===== src/fus_pkg.sv =====
// package of constants and types for the flash unit status/reset sequencer
package fus_pkg;
    localparam logic [7:0] OP_READ_A = 8'h30;
    localparam logic [7:0] OP_READ_B = 8'h31;
    localparam logic [7:0] OP_READ_C = 8'h32;
    localparam logic [7:0] OP_READ_D = 8'h35;
    localparam logic [7:0] OP_LEGACY_STATUS = 8'h70;
    localparam logic [7:0] OP_ERASE_CONFIRM = 8'hD0;
    localparam logic [7:0] STATUS_RESET = 8'h00;
    localparam logic [7:0] OPCODE_RESET = 8'h00;
    localparam int BIT_READY = 6;
    localparam int BIT_ARRAY_READY = 5;
    // status kind requested by the target
    localparam logic [1:0] KIND_UNIT = 2'h0;
    localparam logic [1:0] KIND_LEGACY = 2'h1;
    localparam logic [1:0] KIND_MPL_COMP = 2'h2;
    localparam logic [1:0] KIND_MPL_ADDR = 2'h3;
    // interrupt status bit positions
    localparam int IRQ_RESET_DONE = 0;
    localparam int IRQ_ERASE_START = 1;
    localparam int IRQ_STATUS_DONE = 2;
    localparam int IRQ_WIDTH = 3;
    // register offsets of the small control port
    localparam logic [3:0] REG_IRQ_STATUS = 4'h0;
    localparam logic [3:0] REG_IRQ_MASK = 4'h4;
    localparam logic [3:0] REG_UNIT_STATE = 4'h8;
    typedef enum logic [3:0] {
        FUS_IDLE = 4'b0000,
        FUS_IDLE_RD = 4'b0001,
        FUS_ST_EXEC = 4'b0010,
        FUS_ST_UNIT = 4'b0011,
        FUS_ST_LEGACY = 4'b0100,
        FUS_ST_COMP = 4'b0101,
        FUS_ST_ADDR = 4'b0110,
        FUS_ST_VALUE = 4'b0111,
        FUS_ST_OFF = 4'b1000,
        FUS_RST_RUN = 4'b1001,
        FUS_RST_DONE = 4'b1010,
        FUS_BE_CONFIRM = 4'b1011,
        FUS_BE_WAIT = 4'b1100
    } fus_state_e;
endpackage : fus_pkg


===== src/fus_status_compose.sv =====
// status byte composer for the flash unit sequencer
`timescale 1ns/1ps
module fus_status_compose #(
    parameter int PLANES = 4
) (
    input wire logic [7:0] unit_status_byte_i,
    input wire logic [PLANES*2-1:0] plane_fail_flags_i,
    input wire logic [$clog2(PLANES)-1:0] selected_plane_index_i,
    input wire logic [1:0] kind_i,
    output logic [7:0] status_o
);
    import fus_pkg::*;
    logic [1:0] fail_or;
    logic [1:0] fail_sel;
    // or-reduce per fail bit over all planes, and pick one plane
    always_comb begin
        fail_or = 2'h0;
        for (int p = 0; p < PLANES; p++) begin
            fail_or = fail_or | plane_fail_flags_i[p*2 +: 2];
        end
        fail_sel = plane_fail_flags_i[selected_plane_index_i*2 +: 2];
        unique case (kind_i)
            KIND_MPL_COMP: status_o = {unit_status_byte_i[7:2], fail_or};
            KIND_MPL_ADDR: status_o = {unit_status_byte_i[7:2], fail_sel};
            default: status_o = unit_status_byte_i;
        endcase
    end
endmodule : fus_status_compose


===== src/fus_unit_fsm.sv =====
// per-unit status, reset and erase-confirm sequencer of a flash die
`timescale 1ns/1ps
module fus_unit_fsm #(
    parameter int PLANES = 4
) (
    input wire logic clk_i,
    input wire logic rst_i,
    input wire logic ce_i,
    input wire logic reset_req_i,
    input wire logic reset_finished_i,
    input wire logic status_req_i,
    input wire logic [1:0] status_kind_i,
    input wire logic status_done_i,
    input wire logic erase_confirm_i,
    input wire logic erase_finished_i,
    input wire logic interleave_set_i,
    input wire logic [7:0] last_confirm_opcode_i,
    input wire logic last_confirm_load_i,
    input wire logic [PLANES*2-1:0] fail_set_i,
    input wire logic [$clog2(PLANES)-1:0] selected_plane_index_i,
    input wire logic [3:0] reg_addr_i,
    input wire logic [31:0] reg_wdata_i,
    input wire logic reg_wr_i,
    input wire logic reg_rd_i,
    output logic [31:0] reg_rdata_o,
    output logic irq_o,
    output logic internal_reset_o,
    output logic erase_start_o,
    output logic ready_o,
    output logic ready_report_o,
    output logic reset_complete_o,
    output logic [7:0] data_o,
    output logic data_oe_o,
    output logic [7:0] unit_status_byte_o,
    output logic [7:0] last_status_opcode_o,
    output fus_pkg::fus_state_e state_o
);
    import fus_pkg::*;

    typedef struct packed {
        fus_state_e state;
        fus_state_e saved_return_state;
        logic [7:0] last_confirm_opcode;
        logic [7:0] last_status_opcode;
        logic [7:0] unit_status_byte;
        logic [PLANES*2-1:0] plane_fail_flags;
        logic [1:0] kind;
        logic interleave_active;
        logic internal_reset;
        logic erase_start;
        logic ready_report;
        logic reset_complete;
        logic [7:0] data;
        logic data_oe;
        logic [IRQ_WIDTH-1:0] irq_status;
        logic [IRQ_WIDTH-1:0] irq_mask;
        logic [31:0] rdata;
    } fus_regs_s;

    fus_regs_s r_q;
    fus_regs_s r_d;
    logic [7:0] composed;
    logic [IRQ_WIDTH-1:0] irq_event;

    // composed status byte for the current request kind
    fus_status_compose #(
        .PLANES(PLANES)
    ) u_compose (
        .unit_status_byte_i(r_q.unit_status_byte),
        .plane_fail_flags_i(r_q.plane_fail_flags),
        .selected_plane_index_i(selected_plane_index_i),
        .kind_i(r_q.kind),
        .status_o(composed)
    );

    function automatic logic is_read_confirm(input logic [7:0] op);
        return op == OP_READ_A || op == OP_READ_B || op == OP_READ_C ||
            op == OP_READ_D;
    endfunction : is_read_confirm

    // or of every plane's two fail bits, folded onto the unit fail bits
    function automatic logic [1:0] fail_fold(input logic [PLANES*2-1:0] f);
        logic [1:0] acc;
        acc = 2'h0;
        for (int p = 0; p < PLANES; p++) begin
            acc = acc | f[p*2 +: 2];
        end
        return acc;
    endfunction : fail_fold

    // next-state logic for the whole unit
    always_comb begin
        r_d = r_q;
        irq_event = '0;
        r_d.reset_complete = 1'b0;
        r_d.erase_start = 1'b0;
        r_d.ready_report = 1'b0;
        // target marks an interleaved operation; only reset clears it
        if (interleave_set_i) begin
            r_d.interleave_active = 1'b1;
        end
        if (last_confirm_load_i) begin
            r_d.last_confirm_opcode = last_confirm_opcode_i;
        end
        unique case (r_q.state)
            FUS_IDLE, FUS_IDLE_RD: begin
                if (status_req_i) begin
                    r_d.saved_return_state = r_q.state;
                    r_d.state = FUS_ST_EXEC;
                end else if (erase_confirm_i) begin
                    r_d.state = FUS_BE_CONFIRM;
                end
            end
            FUS_ST_EXEC: begin
                r_d.kind = status_kind_i;
                unique case (status_kind_i)
                    KIND_LEGACY: r_d.state = FUS_ST_LEGACY;
                    KIND_MPL_COMP: r_d.state = FUS_ST_COMP;
                    KIND_MPL_ADDR: r_d.state = FUS_ST_ADDR;
                    default: r_d.state = FUS_ST_UNIT;
                endcase
            end
            FUS_ST_LEGACY: begin
                r_d.last_status_opcode = OP_LEGACY_STATUS;
                r_d.kind = KIND_UNIT;
                r_d.state = FUS_ST_VALUE;
            end
            FUS_ST_UNIT, FUS_ST_COMP, FUS_ST_ADDR: begin
                r_d.state = FUS_ST_VALUE;
            end
            FUS_ST_VALUE: begin
                r_d.data = composed;
                r_d.data_oe = 1'b1;
                if (status_done_i) begin
                    irq_event[IRQ_STATUS_DONE] = 1'b1;
                    r_d.state = FUS_ST_OFF;
                end
            end
            FUS_ST_OFF: begin
                r_d.data_oe = 1'b0;
                if (r_q.saved_return_state == FUS_IDLE &&
                        is_read_confirm(r_q.last_confirm_opcode)) begin
                    r_d.state = FUS_IDLE_RD;
                end else if (r_q.saved_return_state == FUS_IDLE_RD) begin
                    r_d.state = FUS_IDLE;
                end else begin
                    r_d.state = r_q.saved_return_state;
                end
            end
            FUS_RST_RUN: begin
                if (reset_finished_i) begin
                    r_d.internal_reset = 1'b0;
                    r_d.state = FUS_RST_DONE;
                end else if (status_req_i) begin
                    r_d.state = FUS_ST_EXEC;
                end
            end
            FUS_RST_DONE: begin
                r_d.unit_status_byte[1:0] = 2'b00;
                r_d.plane_fail_flags = '0;
                r_d.unit_status_byte[BIT_READY] = 1'b1;
                r_d.ready_report = 1'b1;
                r_d.reset_complete = 1'b1;
                irq_event[IRQ_RESET_DONE] = 1'b1;
                r_d.state = FUS_IDLE;
            end
            FUS_BE_CONFIRM: begin
                r_d.unit_status_byte[BIT_READY] = 1'b0;
                if (r_q.interleave_active) begin
                    r_d.unit_status_byte[BIT_ARRAY_READY] = 1'b0;
                end
                r_d.ready_report = 1'b1;
                r_d.last_confirm_opcode = OP_ERASE_CONFIRM;
                r_d.erase_start = 1'b1;
                irq_event[IRQ_ERASE_START] = 1'b1;
                r_d.saved_return_state = FUS_BE_WAIT;
                r_d.state = FUS_BE_WAIT;
            end
            FUS_BE_WAIT: begin
                if (erase_finished_i) begin
                    r_d.unit_status_byte[BIT_READY] = 1'b1;
                    r_d.unit_status_byte[BIT_ARRAY_READY] = 1'b1;
                    r_d.ready_report = 1'b1;
                    r_d.state = FUS_IDLE;
                end else if (status_req_i) begin
                    r_d.state = FUS_ST_EXEC;
                end
            end
            default: r_d.state = FUS_IDLE;
        endcase
        // failures land after the case so a same-cycle clear loses
        r_d.plane_fail_flags = r_d.plane_fail_flags | fail_set_i;
        r_d.unit_status_byte[1:0] = r_d.unit_status_byte[1:0] |
            fail_fold(fail_set_i);
        // reset entry overrides every state
        if (reset_req_i) begin
            r_d.unit_status_byte[BIT_READY] = 1'b0;
            r_d.ready_report = 1'b1;
            r_d.internal_reset = 1'b1;
            r_d.interleave_active = 1'b0;
            r_d.saved_return_state = FUS_RST_RUN;
            r_d.data_oe = 1'b0;
            r_d.state = FUS_RST_RUN;
        end
        // register port: sticky status, write one to clear, set wins
        r_d.rdata = 32'h0;
        if (reg_rd_i) begin
            unique case (reg_addr_i)
                REG_IRQ_STATUS: r_d.rdata = 32'(r_q.irq_status);
                REG_IRQ_MASK: r_d.rdata = 32'(r_q.irq_mask);
                REG_UNIT_STATE: r_d.rdata = {16'h0,
                    r_q.unit_status_byte, 4'h0, r_q.state};
                default: r_d.rdata = 32'h0;
            endcase
        end
        if (reg_wr_i && reg_addr_i == REG_IRQ_STATUS) begin
            r_d.irq_status = r_q.irq_status &
                ~reg_wdata_i[IRQ_WIDTH-1:0];
        end
        if (reg_wr_i && reg_addr_i == REG_IRQ_MASK) begin
            r_d.irq_mask = reg_wdata_i[IRQ_WIDTH-1:0];
        end
        r_d.irq_status = r_d.irq_status | irq_event;
    end

    // state register, frozen while the clock enable is low
    always_ff @(posedge clk_i or posedge rst_i) begin
        if (rst_i) begin
            r_q <= '{state: FUS_IDLE, saved_return_state: FUS_IDLE,
                last_confirm_opcode: OPCODE_RESET,
                last_status_opcode: OPCODE_RESET,
                unit_status_byte: STATUS_RESET, kind: KIND_UNIT,
                default: '0};
        end else if (ce_i) begin
            r_q <= r_d;
        end
    end

    // outputs straight from state flops, except irq_o, which is the or-reduce of irq status flops anded with mask flops
    assign reg_rdata_o = r_q.rdata;
    assign irq_o = |(r_q.irq_status & r_q.irq_mask);
    assign internal_reset_o = r_q.internal_reset;
    assign erase_start_o = r_q.erase_start;
    assign ready_o = r_q.unit_status_byte[BIT_READY];
    assign ready_report_o = r_q.ready_report;
    assign reset_complete_o = r_q.reset_complete;
    assign data_o = r_q.data;
    assign data_oe_o = r_q.data_oe;
    assign unit_status_byte_o = r_q.unit_status_byte;
    assign last_status_opcode_o = r_q.last_status_opcode;
    assign state_o = r_q.state;

    // sequencing checks; a frozen clock enable holds every antecedent off except that of a_oe_only_status
    a_reset_entry: assert property (@(posedge clk_i)
        disable iff (rst_i) ce_i && reset_req_i |=>
        state_o == FUS_RST_RUN && !ready_o)
        else $error("reset request did not enter reset-run");
    a_reset_done_idle: assert property (@(posedge clk_i)
        disable iff (rst_i) ce_i && state_o == FUS_RST_DONE &&
        !reset_req_i && !(|fail_set_i) |=> state_o == FUS_IDLE &&
        ready_o && reset_complete_o && unit_status_byte_o[1:0] == 2'b00)
        else $error("reset-done did not finish correctly");
    a_fail_clear: assert property (@(posedge clk_i)
        disable iff (rst_i) ce_i && state_o == FUS_RST_DONE &&
        !reset_req_i && !(|fail_set_i) |=> r_q.plane_fail_flags == '0)
        else $error("reset-done left plane fail flags set");
    a_run_exit: assert property (@(posedge clk_i)
        disable iff (rst_i) ce_i && state_o == FUS_RST_RUN &&
        reset_finished_i && !reset_req_i |=> state_o == FUS_RST_DONE)
        else $error("reset-run did not exit on completion");
    a_legacy_op: assert property (@(posedge clk_i)
        disable iff (rst_i) ce_i && state_o == FUS_ST_LEGACY &&
        !reset_req_i |=> last_status_opcode_o == OP_LEGACY_STATUS)
        else $error("legacy status opcode not recorded");
    a_erase_confirm: assert property (@(posedge clk_i)
        disable iff (rst_i) ce_i && state_o == FUS_BE_CONFIRM &&
        !reset_req_i |=> !ready_o && erase_start_o && ready_report_o)
        else $error("erase confirm did not drop ready");
    a_il_erase_bit5: assert property (@(posedge clk_i)
        disable iff (rst_i) ce_i && state_o == FUS_BE_CONFIRM &&
        r_q.interleave_active && !reset_req_i |=>
        !unit_status_byte_o[BIT_ARRAY_READY])
        else $error("interleaved erase kept array-ready bit");
    a_out_release: assert property (@(posedge clk_i)
        disable iff (rst_i) ce_i && state_o == FUS_ST_OFF |=> !data_oe_o)
        else $error("output not released after status");
    a_oe_only_status: assert property (@(posedge clk_i)
        disable iff (rst_i) data_oe_o |->
        state_o == FUS_ST_VALUE || state_o == FUS_ST_OFF)
        else $error("data driven outside status read");
    a_off_to_idle: assert property (@(posedge clk_i)
        disable iff (rst_i) ce_i && state_o == FUS_ST_OFF && !reset_req_i &&
        r_q.saved_return_state == FUS_IDLE_RD |=> state_o == FUS_IDLE)
        else $error("idle-read return not mapped to idle");
    a_read_return: assert property (@(posedge clk_i)
        disable iff (rst_i) ce_i && state_o == FUS_ST_OFF && !reset_req_i &&
        r_q.saved_return_state == FUS_IDLE &&
        is_read_confirm(r_q.last_confirm_opcode) |=> state_o == FUS_IDLE_RD)
        else $error("read confirm did not return to idle-read");
    a_rst_clear_il: assert property (@(posedge clk_i)
        disable iff (rst_i) ce_i && reset_req_i |=>
        !r_q.interleave_active && internal_reset_o)
        else $error("reset did not clear interleave");
endmodule : fus_unit_fsm


===== config.mk =====
export PLATFORM = sky130hd
export DESIGN_NAME = fus_unit_fsm
export DESIGN_NICKNAME = d
export VERILOG_FILES = /design/src/fus_pkg.sv /design/src/fus_status_compose.sv /design/src/fus_unit_fsm.sv
export SDC_FILE = /design/constraint.sdc
export NUM_CORES = 1
export LEC_CHECK = 0
export ABC_CLOCK_PERIOD_IN_PS = 2100
export BUFFER_PORTS_ARGS = -buffer_cell sky130_fd_sc_hd__buf_4
export CAP_MARGIN = 10
export CORE_MARGIN = 1.5
export CORE_UTILIZATION = 45
export CTS_BUF_LIST = sky130_fd_sc_hd__clkbuf_8
export CTS_CLUSTER_DIAMETER = 50
export DETAILED_ROUTE_END_ITERATION = 10
export PLACE_DENSITY_LB_ADDON = 0.3
export SLEW_MARGIN = 15
export SYNTH_ARGS = -nofsm -noshare
export SYNTH_HDL_FRONTEND = slang
export SYNTH_HIERARCHICAL = 1
export SYNTH_SLANG_ARGS = --single-unit

===== constraint.sdc =====
create_clock -name clk_i -period 2.1 [get_ports clk_i]
set_input_delay 0.42 -clock clk_i [delete_from_list [all_inputs] [get_ports clk_i]]
set_output_delay 0.42 -clock clk_i [all_outputs]
set_load 0.01 [all_outputs]

# Yosys cells after proc, flatten, opt, wreduce, memory -nomap -nowiden
# Cells that the tools add are included.
# totals
latchBits	0
romBits	0
ff_bits	82
mem_bits_rw	0
out_inout_bits	67
n_memories	0
inputBits	69
elab_cells	135
# op_classes
bitwise_logic	12
shifts	1
muxes	39
eq_ne	30
div_mod_pow	0
add_sub_neg	0
multipliers	0
n_lt_le_gt_ge	0
n_reduce_logical	34
# op_table
cell	count
$pmux W15 S3	1
$mux W4	9
$eq A8 B6 Y1 const B	4
$pmux W4 S8	1
$eq A4 B4 Y1 const B	6
$mux W8	3
$eq A4 B3 Y1 const B	5
$mux W15	1
$or A2 B2 Y2	7
$reduce_and A2 Y1	7
$logic_not A4 Y1	3
$mux W1	12
$reduce_and A3 Y1	4
$reduce_bool A2 Y1	6
$mux W10	1
$ne A3 B3 Y1 const B	3
$pmux W3 S3	1
$eq A2 B2 Y1 const B	4
$eq A4 B1 Y1 const B	2
$eq A4 B2 Y1 const B	2
$or A8 B8 Y8	1
$pmux W2 S2	2
$pmux W4 S2	1
$shiftx A8 B4 Y2	1
other kinds (18)	29

# Depth between registers and ports, before layout
# Gate-level depths: netlist of run 1.
# depth
depth_word	8
mapped_depth	7
depth_no_buf	6

# Modules after synthesis
# Netlist of run 1, hierarchy kept.
# modules_own_cells
mod	n_inst	seq_area_each_um2	cells_per_inst	area_per_inst_um2
fus_unit_fsm	1	1476.4	334	3367.0
fus_status_compose	1	0.0	22	165.2

# Least setup slack after synthesis of run 1
# OpenSTA, ideal clock, no wires.
# synth_timing
kind	reg-to-reg
start	reg r_q, in the netlist state_o[3]
end	reg r_q, in the netlist state_o[3]
setup_slack_ns	0.522
t_arrival_ns	1.454
period_less_slack_ns	1.578
stages_incl_launch_ff	6
path_buffers	1
setup_time_ns	0.125
t_required_ns	1.975
path_cell_list	dfrtp_1 > buf_4 > nor4_2 > a32oi_1 > nand2_1 > mux2_2
# synth_via
elab_chain_len	4
word_cells_on_any_way	22
cone_classes	eq/ne: 13; mux: 5; reduce/logical: 4
# synth_rtl
item	line_no	rtl
start: declaration	fus_unit_fsm.sv:60	fus_regs_s r_q;
start signal: assignment	fus_unit_fsm.sv:229	r_q <= '{state: FUS_IDLE, saved_return_state: FUS_IDLE,
start signal: assignment	fus_unit_fsm.sv:235	r_q <= r_d;
$eq A4 B2 Y1 (tied with other cells)	fus_unit_fsm.sv:105	unique case (r_q.state)
$reduce_or A4 Y1 (no source line) (tied with other cells)	n/a	
$pmux W4 S8 or $ne A4 B4 Y1 (tied branches)	n/a	
$mux W8 or $reduce_and A3 Y1 (tied branches)	n/a	
# Several ways; a longest one is shown, not always the timed one.
# A chain may end at the register's enable or synchronous reset.

# Worst setup path in the final report of run 1
# layout_timing
start	reg r_q, in the netlist state_o[2]
end	reg r_q, in the netlist state_o[3]
# layout_via
elab_chain_len	4
word_cells_on_any_way	19
cone_classes	eq/ne: 13; mux: 2; reduce/logical: 4
# layout_rtl
item	line_no
$eq A4 B2 Y1 (tied with other cells)	fus_unit_fsm.sv:105
$reduce_or A4 Y1 (no source line) or $reduce_or A2 Y1 (tied branches)	n/a
$pmux W4 S8 or $ne A4 B4 Y1 (tied branches)	n/a
$mux W8 or $reduce_and A3 Y1 (tied branches)	n/a
# Several ways; a longest one is shown, not always the timed one.

==> results of run 1 <==
-- power by group through the flow --
stage,Clock [µW],Sequential (µW),Combinational [µW]
final,1180,1800,1520
after global routing,1250,1850,1670
after CTS,1210,1800,1540
after detailed placement,0,1820,1530
after global placement,0,1810,1510
after floorplan,0,1650,1360
-- state kept, by name, summed over array words and instances (netlist names) --
register / cells
erase_start_o: 1
internal_reset_o: 1
reg_rdata_o: 8
data_o: 8
ready_report_o: 1
data_oe_o: 1
last_status_opcode_o: 1
unit_status_byte_o: 4
r_q: 29
reset_complete_o: 1
state_o: 4
-- how the worst max path moves through the flow --
stage,from,endpoint,slack [ns],cells past startpoint
2_1_floorplan,rst_i,data_o[0],0.22,1
3_3_place_gp,state_o[1],r_q[88],0.25,5
3_5_place_dp,state_o[1],r_q[88],0.23,5
4_1_cts,state_o[1],r_q[88],0.22,5
5_1_grt,state_o[1],state_o[0],0.08,5
6_report,state_o[2],state_o[3],0.21,4
-- logic make-up (layout without fill, tap and decap cells) --
group	Yosys count	after routing	share of synthesized area, %
flops	59	59	41.8
simple gates	87	87	14.4
fa+ha+maj	2	2	0.708
other cells	1	37	0.106
compound gates	82	82	17.2
mux	21	21	6.52
buf+inv	104	120	19.3
-- stage by stage --
step | power, µW | instances | util [%] | worst slack (ns) | area, µm²
2_1_floorplan | 3020 | 392 | - | 0.224 | 3670
3_3_place_gp | 3310 | 494 | 50.0 | 0.252 | 3820
3_5_place_dp | 3350 | 494 | 50.0 | 0.234 | 3820
4_1_cts | 4550 | 510 | 52.9 | 0.223 | 4050
5_1_grt | 4780 | 510 | 52.9 | 0.0755 | 4050
6_report | 4510 | 510 | 52.9 | 0.212 | 4050
-- worst max-delay path: stages (launching register included) --
cell and delay [ns]:
dfrtp_1 0.79, nor4b_1 0.15, a211o_1 0.32, a221o_1 0.26, mux2_2 0.26
-- metal layers --
| layer | global-route usage [%] | vias to the layer above | share of wire (%) |
|---|---|---|---|
| met5 | 0 | - | 0 |
| met3 | 5.44 | 12 | 5.5 |
| met4 | 4.82 | 0 | 1.3 |
| li1 | - | 1254 | - |
| met1 | 23.6 | 1280 | 46 |
| met2 | 29.9 | 80 | 48 |
-- synth_stat cells, drive strengths merged, types with 5 or more instances --
library cell   n
a21oi         10
o21ai         25
clkbuf         5
nor2          18
mux2i          8
mux2          13
nor3b          5
buf           79
dfrtp         59
a22o          22
nand2         22
inv           20
-- layout make-up --
class	count	area (µm²)	area share, %
inverters	20	75.1	1.85
clock buffers	11	151	3.74
clock inverters	5	76.3	1.89
well taps	102	128	3.15
flip-flops and latches	59	1480	36.5
repair buffers	84	631	15.6
multi-input cells	229	1510	37.3
-- cells in the final DEF, fill, tap and decap left out, drive strengths merged, types with 3 or more instances in the layout --
master,n
buf,84
dfrtp,59
conb,37
o21ai,25
nand2,22
a22o,22
inv,21
nor2,18
mux2,13
clkbuf,11
a21oi,10
mux2i,8
nor3b,5
nor2b,4
o2bb2ai,4
nand3,4
nor4,4
and4b,3
nand2b,3
o22a,3
a211o,3
nor3,3
or3b,3
==> impl_metrics.tcl, run 1 <==
set metrics [dict create \
    grt_pass1_wl_um 12200 \
    post_drt_via_cell_ratio 5.15 \
    h-tree-depth 3 \
    avgSynthCellArea_um2 9.92 \
    status "finished, final reports clean" \
    synth_seq_cells 59 \
    cts_hold_buf 0 \
    root_buffer "clkbuf_8" \
    synth-edff-count 0 \
    final.min_clock_period_ns 1.89 \
    ant_nets 0 \
    fillers 747 \
    cp.required_ns 2.33 \
    relSlewSlack_pct 54.0 \
    drtPass1Iterations 4 \
    synthArstFlopShare_pct 100 \
    cts.clk_slew.worst_paths_ns 0.07 \
    drc_errors 0 \
    antenna_found_initial 0 \
    p_int_uw 2980 \
    switchingPower_uw 1530 \
    finClkSkew_ns 0.0122 \
    r2r_cells 4 \
    clock_path_buffers 2 \
    slew_viol_final 0 \
    leakagePower_uw 0.00201 \
    grt_pass1_vias 2585 \
    chipHeight_um 91.6 \
    drv_cap 0 \
    yosysTopAreaCell "dfrtp_1" \
    r2r-end "state_o[3]" \
    numCtsBuffers 9 \
    num_rows 32 \
    final_nets 474 \
    die_w_um 91.6 \
    hold_ws_ns 0.108 \
    core_um2 7650 \
    avgRoutedWirePerCell_um 14.7 \
    first_iter_violations 118 \
    yosysSeqAreaShare_pct 41.8 \
    ys_types 60 \
    synth.area.top_cells "dfrtp_1, buf_4, a22o_1, mux2_2, o21ai_0" \
    totalWireLength_um 7480 \
    ios 136 \
    drive_above_1_share_pct 29.9 \
    grt_setup_unrepaired "false" \
    r2r_start "state_o[2]" \
    p_per_area_nw_per_um2 1110 \
    area_growth_pct 14.6 \
    fin_crit_sh_pct 89.9 \
    dr_total_vias 2626 \
    switching_share_pct 33.9 \
    netlist_instances 356 \
    hold_violations 0 \
    tightest_slew_ns 0.690 \
    port_buffers 73 \
    grt_max_degree 26 \
    diodes 0 \
    setup_viol_count_final 0 \
    postCtsSetupBuffers 0 \
    gp_congestion 0.848 \
    rrSetupSlack_ns 0.21 \
    synth_flop_cell "dfrtp_1" \
    combPwrFrac_pct 33.8 \
    critPathKind "reg -> reg" \
    crit_arrival_ns 2.12 \
    cts_tree "built" \
    min_path_type "in -> async" \
    power_frac_seq_pct 40.0 \
    clkSinkCount 59 \
    clkLatencyLatePin_ns 0.34 \
    vdd_drop_max_uv 669 \
    setup_tns_ns 0 \
    place_hpwl_um 5610 \
    dieArea_um2 8390 \
    post_cts_resized 0 \
    worstSetupEndpointType "register" \
    startpoint_type "register" \
    track_usage_pct 18.3 \
    netlist_area_um2 3530 \
    fmax_mhz 530 \
    power.share.clock_pct 26.2 \
    start_util_pct 46.2 \
    yosysWarnings 6 \
    overflow 0 \
    cp_max_fo 22 \
    synth_top_area_share_pct 41.8 \
]
(Power assumes the default switching activity.)
==> run 2, diff against run 1 <==
--- a/config.mk
+++ b/config.mk
@@ -8,8 +8,9 @@
 export ABC_CLOCK_PERIOD_IN_PS = 2100
 export BUFFER_PORTS_ARGS = -buffer_cell sky130_fd_sc_hd__buf_4
 export CAP_MARGIN = 10
+export CORE_ASPECT_RATIO = 0.5
 export CORE_MARGIN = 1.5
-export CORE_UTILIZATION = 45
+export CORE_UTILIZATION = 50
 export CTS_BUF_LIST = sky130_fd_sc_hd__clkbuf_8
 export CTS_CLUSTER_DIAMETER = 50
 export DETAILED_ROUTE_END_ITERATION = 10
==> impl_metrics.tcl, run 2 (synthesized netlist as in run 1, its figures left out) <==
set metrics [dict create \
    cts_tree "built" \
    h-tree-depth 3 \
    first_iter_violations 231 \
    ant_nets 0 \
    clkSinkCount 59 \
    finClkSkew_ns 0.00666 \
    largest_register "r_q" \
    overflow 0 \
    root_buffer "clkbuf_8" \
    postCtsSetupBuffers 0 \
    p_per_area_nw_per_um2 1090 \
    slew_viol_final 0 \
    cts_hold_buf 0 \
    drc_errors 0 \
    r2r-end "state_o[3]" \
    port_buffers 73 \
    rrSetupSlack_ns 0.24 \
    avgRoutedWirePerCell_um 14.7 \
    relSlewSlack_pct 59.3 \
    crit_arrival_ns 2.08 \
    antenna_found_initial 0 \
    cp_max_fo 20 \
    area_growth_pct 13.7 \
    grt_max_degree 60 \
    hold_violations 0 \
    r2r_cells 4 \
    p_total_uw 4370 \
    setup_viol_count_final 0 \
    diodes 0 \
    final_common_cell "buf_4" \
    cp.required_ns 2.32 \
    fin_crit_sh_pct 88.5 \
    min_path_type "in -> async" \
    utilization_pct 59.5 \
    grt_pass1_wl_um 11900 \
    r2r_start "state_o[2]" \
    numCtsBuffers 9 \
    setup_tns_ns 0 \
    regArea_um2 1480 \
    layout_common_cells "buf_4, dfrtp_1, conb_1" \
    ios 136 \
    placed_cells 484 \
    chipHeight_um 62.4 \
    clkLatencyLatePin_ns 0.33 \
    grt_setup_unrepaired "false" \
    final.min_clock_period_ns 1.86 \
    startpoint_type "register" \
    final_nets 474 \
    dr_total_vias 2670 \
    drv_cap 0 \
    die_w_um 122 \
    vdd_drop_max_uv 407 \
    post_drt_via_cell_ratio 5.34 \
    track_usage_pct 20.1 \
    gp_congestion 0.879 \
    multiInputGateArea_um2 1510 \
    leakagePower_uw 0.00200 \
    clock_path_buffers 2 \
    grt_pass1_vias 2523 \
    core_um2 6750 \
    drtPass1Iterations 6 \
    largest_register_ffs 29 \
    cts.clk_slew.worst_paths_ns 0.07 \
    fmax_mhz 538 \
    stdcell_count 500 \
    totalWireLength_um 7370 \
    status "finished, final reports clean" \
    drive_above_1_share_pct 29.7 \
    dieArea_um2 7610 \
    num_rows 21 \
    critPathKind "reg -> reg" \
    start_util_pct 52.3 \
    tightest_slew_ns 0.611 \
    fillers 586 \
    worstSetupEndpointType "register" \
    post_cts_resized 0 \
    place_hpwl_um 5310 \
]
## run 2: cell count changes in the layout (fill, tap and decap cells not counted)
cell,delta
buf_12,+1
buf_4,-1
bufinv_16,-1
clkbuf_8,-1
clkinvlp_4,+1
inv_1,+1
## run 2: cell type report
| class | instances | share of cell area [%] |
|---|---|---|
| Multi-Input combinational cell | 229 | 37.6 |
| Sequential cell | 59 | 36.8 |
| Timing Repair Buffer | 84 | 16.0 |
| Clock buffer | 10 | 3.43 |
| Tap cell | 92 | 2.87 |
| Inverter | 20 | 1.87 |
| Clock inverter | 6 | 1.43 |
## run 2: how the worst max path moves through the flow
stage / start / endpoint / slack (ns) / cells past startpoint
final: state_o[2] / state_o[3] / 0.24 / 4
after global routing: state_o[2] / state_o[0] / 0.13 / 5
after CTS: state_o[2] / unit_status_byte_o[6] / 0.25 / 4
after detailed placement: state_o[2] / unit_status_byte_o[6] / 0.25 / 4
after global placement: state_o[2] / state_o[3] / 0.31 / 4
after floorplan: rst_i / data_o[0] / 0.22 / 1
## run 2: metal layers
layer | share of wire, % | GRT usage, %
met1 | 44 | 26.1
met2 | 46 | 31.9
met3 | 8.2 | 5.84
met4 | 1.4 | 7.35
met5 | 0 | 0
## run 2: worst max-delay path: stages (launching register included)
cell and delay, ns:
dfrtp_1 0.73, nor4b_1 0.16, a211o_1 0.33, a221o_1 0.25, mux2_2 0.26
## run 2: report_power, final
group | internal, µW | switching (µW) | leakage, µW
sequential | 1440 | 360 | 0.000715
combinational | 831 | 733 | 0.00119
clock | 569 | 444 | 0.000101
total | 2840 | 1540 | 0.00200
## run 2: per-stage QoR
| step | setup slack, ns | hold WS, ns | area [µm²] |
|---|---|---|---|
| after floorplan | 0.224 | 0.456 | 3670 |
| after global placement | 0.307 | 0.477 | 3820 |
| after detailed placement | 0.253 | 0.486 | 3820 |
| after CTS | 0.249 | 0.144 | 4020 |
| after global routing | 0.132 | 0.153 | 4020 |
| final | 0.241 | 0.145 | 4020 |
==> run 3, diff against run 2 <==
--- a/config.mk
+++ b/config.mk
@@ -8,13 +8,15 @@
 export ABC_CLOCK_PERIOD_IN_PS = 2100
 export BUFFER_PORTS_ARGS = -buffer_cell sky130_fd_sc_hd__buf_4
 export CAP_MARGIN = 10
+export CELL_PAD_IN_SITES_DETAIL_PLACEMENT = 0
+export CELL_PAD_IN_SITES_GLOBAL_PLACEMENT = 1
 export CORE_ASPECT_RATIO = 0.5
 export CORE_MARGIN = 1.5
-export CORE_UTILIZATION = 50
+export CORE_UTILIZATION = 38
 export CTS_BUF_LIST = sky130_fd_sc_hd__clkbuf_8
 export CTS_CLUSTER_DIAMETER = 50
 export DETAILED_ROUTE_END_ITERATION = 10
-export PLACE_DENSITY_LB_ADDON = 0.3
+export PLACE_DENSITY = 0.82
 export SLEW_MARGIN = 15
 export SYNTH_ARGS = -nofsm -noshare
 export SYNTH_HDL_FRONTEND = slang
==> impl_metrics.tcl, run 3 (synthesized netlist as in run 1, its figures left out) <==
set metrics [dict create \
    leakagePower_uw 0.00200 \
    post_cts_resized 0 \
    numCtsBuffers 9 \
    ant_nets 0 \
    power_frac_seq_pct 41.3 \
    hold_violations 0 \
    antenna_found_initial 0 \
    worstSetupEndpointType "register" \
    min_path_type "in -> async" \
    track_usage_pct 16.6 \
    cp_max_fo 14 \
    clkSinkCount 59 \
    violations "DRC" \
    setup_viol_count_final 0 \
    postCtsSetupBuffers 0 \
    p_per_area_nw_per_um2 1070 \
    critical_path.cell_chain "buf_4 -> o21ba_1 -> a22o_1 -> a221o_1 -> mux2_2" \
    cts.clk_slew.worst_paths_ns 0.07 \
    first_iter_violations 175 \
    num_rows 24 \
    chipHeight_um 71.2 \
    port_buffers 73 \
    combPwrFrac_pct 36.5 \
    p_int_uw 2790 \
    critPathKind "reg -> reg" \
    largest_register_ffs 29 \
    grt_pass1_wl_um 12700 \
    final_nets 474 \
    power.share.clock_pct 22.2 \
    fmax_mhz 534 \
    vdd_drop_max_uv 371 \
    drc_errors 7 \
    root_buffer "clkbuf_8" \
    layout_common_cells "buf_4, dfrtp_1, conb_1" \
    totalWireLength_um 7540 \
    drive_above_1_share_pct 29.2 \
    cts_tree "built" \
    grt_setup_unrepaired "false" \
    tightest_slew_ns 0.789 \
    switchingPower_uw 1520 \
    die_w_um 139 \
    grt_pass1_vias 2575 \
    setup_tns_ns 0 \
    cp.required_ns 2.34 \
    finClkSkew_ns 0.00750 \
    clkLatencyLatePin_ns 0.35 \
    drtPass1Iterations 7 \
    regArea_um2 1480 \
    place_hpwl_um 5500 \
    ios 136 \
    overflow 0 \
    area_growth_pct 14.0 \
    multiInputGateArea_um2 1510 \
    slowest_stage "dfrtp_1" \
    switching_share_pct 35.2 \
    crit_arrival_ns 2.11 \
    final_common_cell "buf_4" \
    dr_total_vias 2603 \
    post_drt_via_cell_ratio 4.97 \
    grt_max_degree 34 \
    fin_crit_sh_pct 89.1 \
    dieArea_um2 9920 \
    fillers 881 \
    drv_cap 0 \
    slew_viol_final 0 \
    start_util_pct 39.9 \
    p_total_uw 4310 \
    cts_hold_buf 0 \
    largest_register "r_q" \
    h-tree-depth 3 \
    relSlewSlack_pct 46.7 \
    final.min_clock_period_ns 1.87 \
    status "finished with violations" \
    clock_path_buffers 2 \
    avgRoutedWirePerCell_um 14.4 \
    startpoint_type "register" \
    slowest_delay_ns 0.64 \
    core_um2 8860 \
    diodes 0 \
    gp_congestion 0.802 \
]
-- run 3: changes by cell type in the layout (fill, tap and decap cells not counted), sizes merged --
cell	change
clkbuf	-1
clkinvlp	-2
inv	+1
clkinv	+1
-- run 3: per-stage QoR --
stage / hold slack (ns) / setup WS, ns / area, µm² / utilization (%) / instances
2_1_floorplan: 0.456 / 0.224 / 3670 / - / 392
3_3_place_gp: 0.481 / 0.286 / 3850 / 43.5 / 509
3_5_place_dp: 0.486 / 0.279 / 3850 / 43.5 / 509
4_1_cts: 0.149 / 0.254 / 4030 / 45.5 / 524
5_1_grt: 0.183 / 0.148 / 4030 / 45.5 / 524
6_report: 0.139 / 0.228 / 4030 / 45.5 / 524
-- run 3: critical path: cells and delay by family, from the launching register on --
family | cells | cell delay (ns)
compound gates | 3 | 0.62
buf+inv | 1 | 0.25
flops | 1 | 0.64
mux | 1 | 0.25
-- run 3: power by group through the flow --
stage               sequential, µW  combinational, µW  clock, µW
floorplan                     1650               1360          0
global placement              1790               1560          0
detailed placement            1800               1580          0
CTS                           1780               1580        986
global route                  1830               1750       1040
finish                        1780               1570        957
-- run 3: path summary, 6_finish.rpt --
kind | start | to | slack (ns) | cells after the start
min in group clk_i | last_confirm_opcode_i[4] | r_q[82] | 0.29 | 2
min | rst_i | data_o[1] | 0.14 | 2
max in group asynchronous | rst_i | state_o[1] | 1.38 | 3
max reg2reg | state_o[2] | state_o[3] | 0.23 | 5
min reg2reg | reg_rdata_o[1] | reg_rdata_o[1] | 0.50 | 1
max | state_o[2] | state_o[3] | 0.23 | 5
-- run 3: metal layers --
metal / GRT usage, % / wire length [µm]
met5: 0 / 0
met4: 6.03 / 95
met3: 5.62 / 459
met2: 27.3 / 3570
met1: 20.4 / 3410
-- run 3: area by class of cell --
cell class                 count  share of cell area [%]
clock inverter                 6                    1.27
timing repair buffer          84                    16.0
inverter                      20                    1.86
multi-input combinational    229                    37.5
sequential                    59                    36.7
tap                          117                    3.64
clock buffer                   9                    3.08
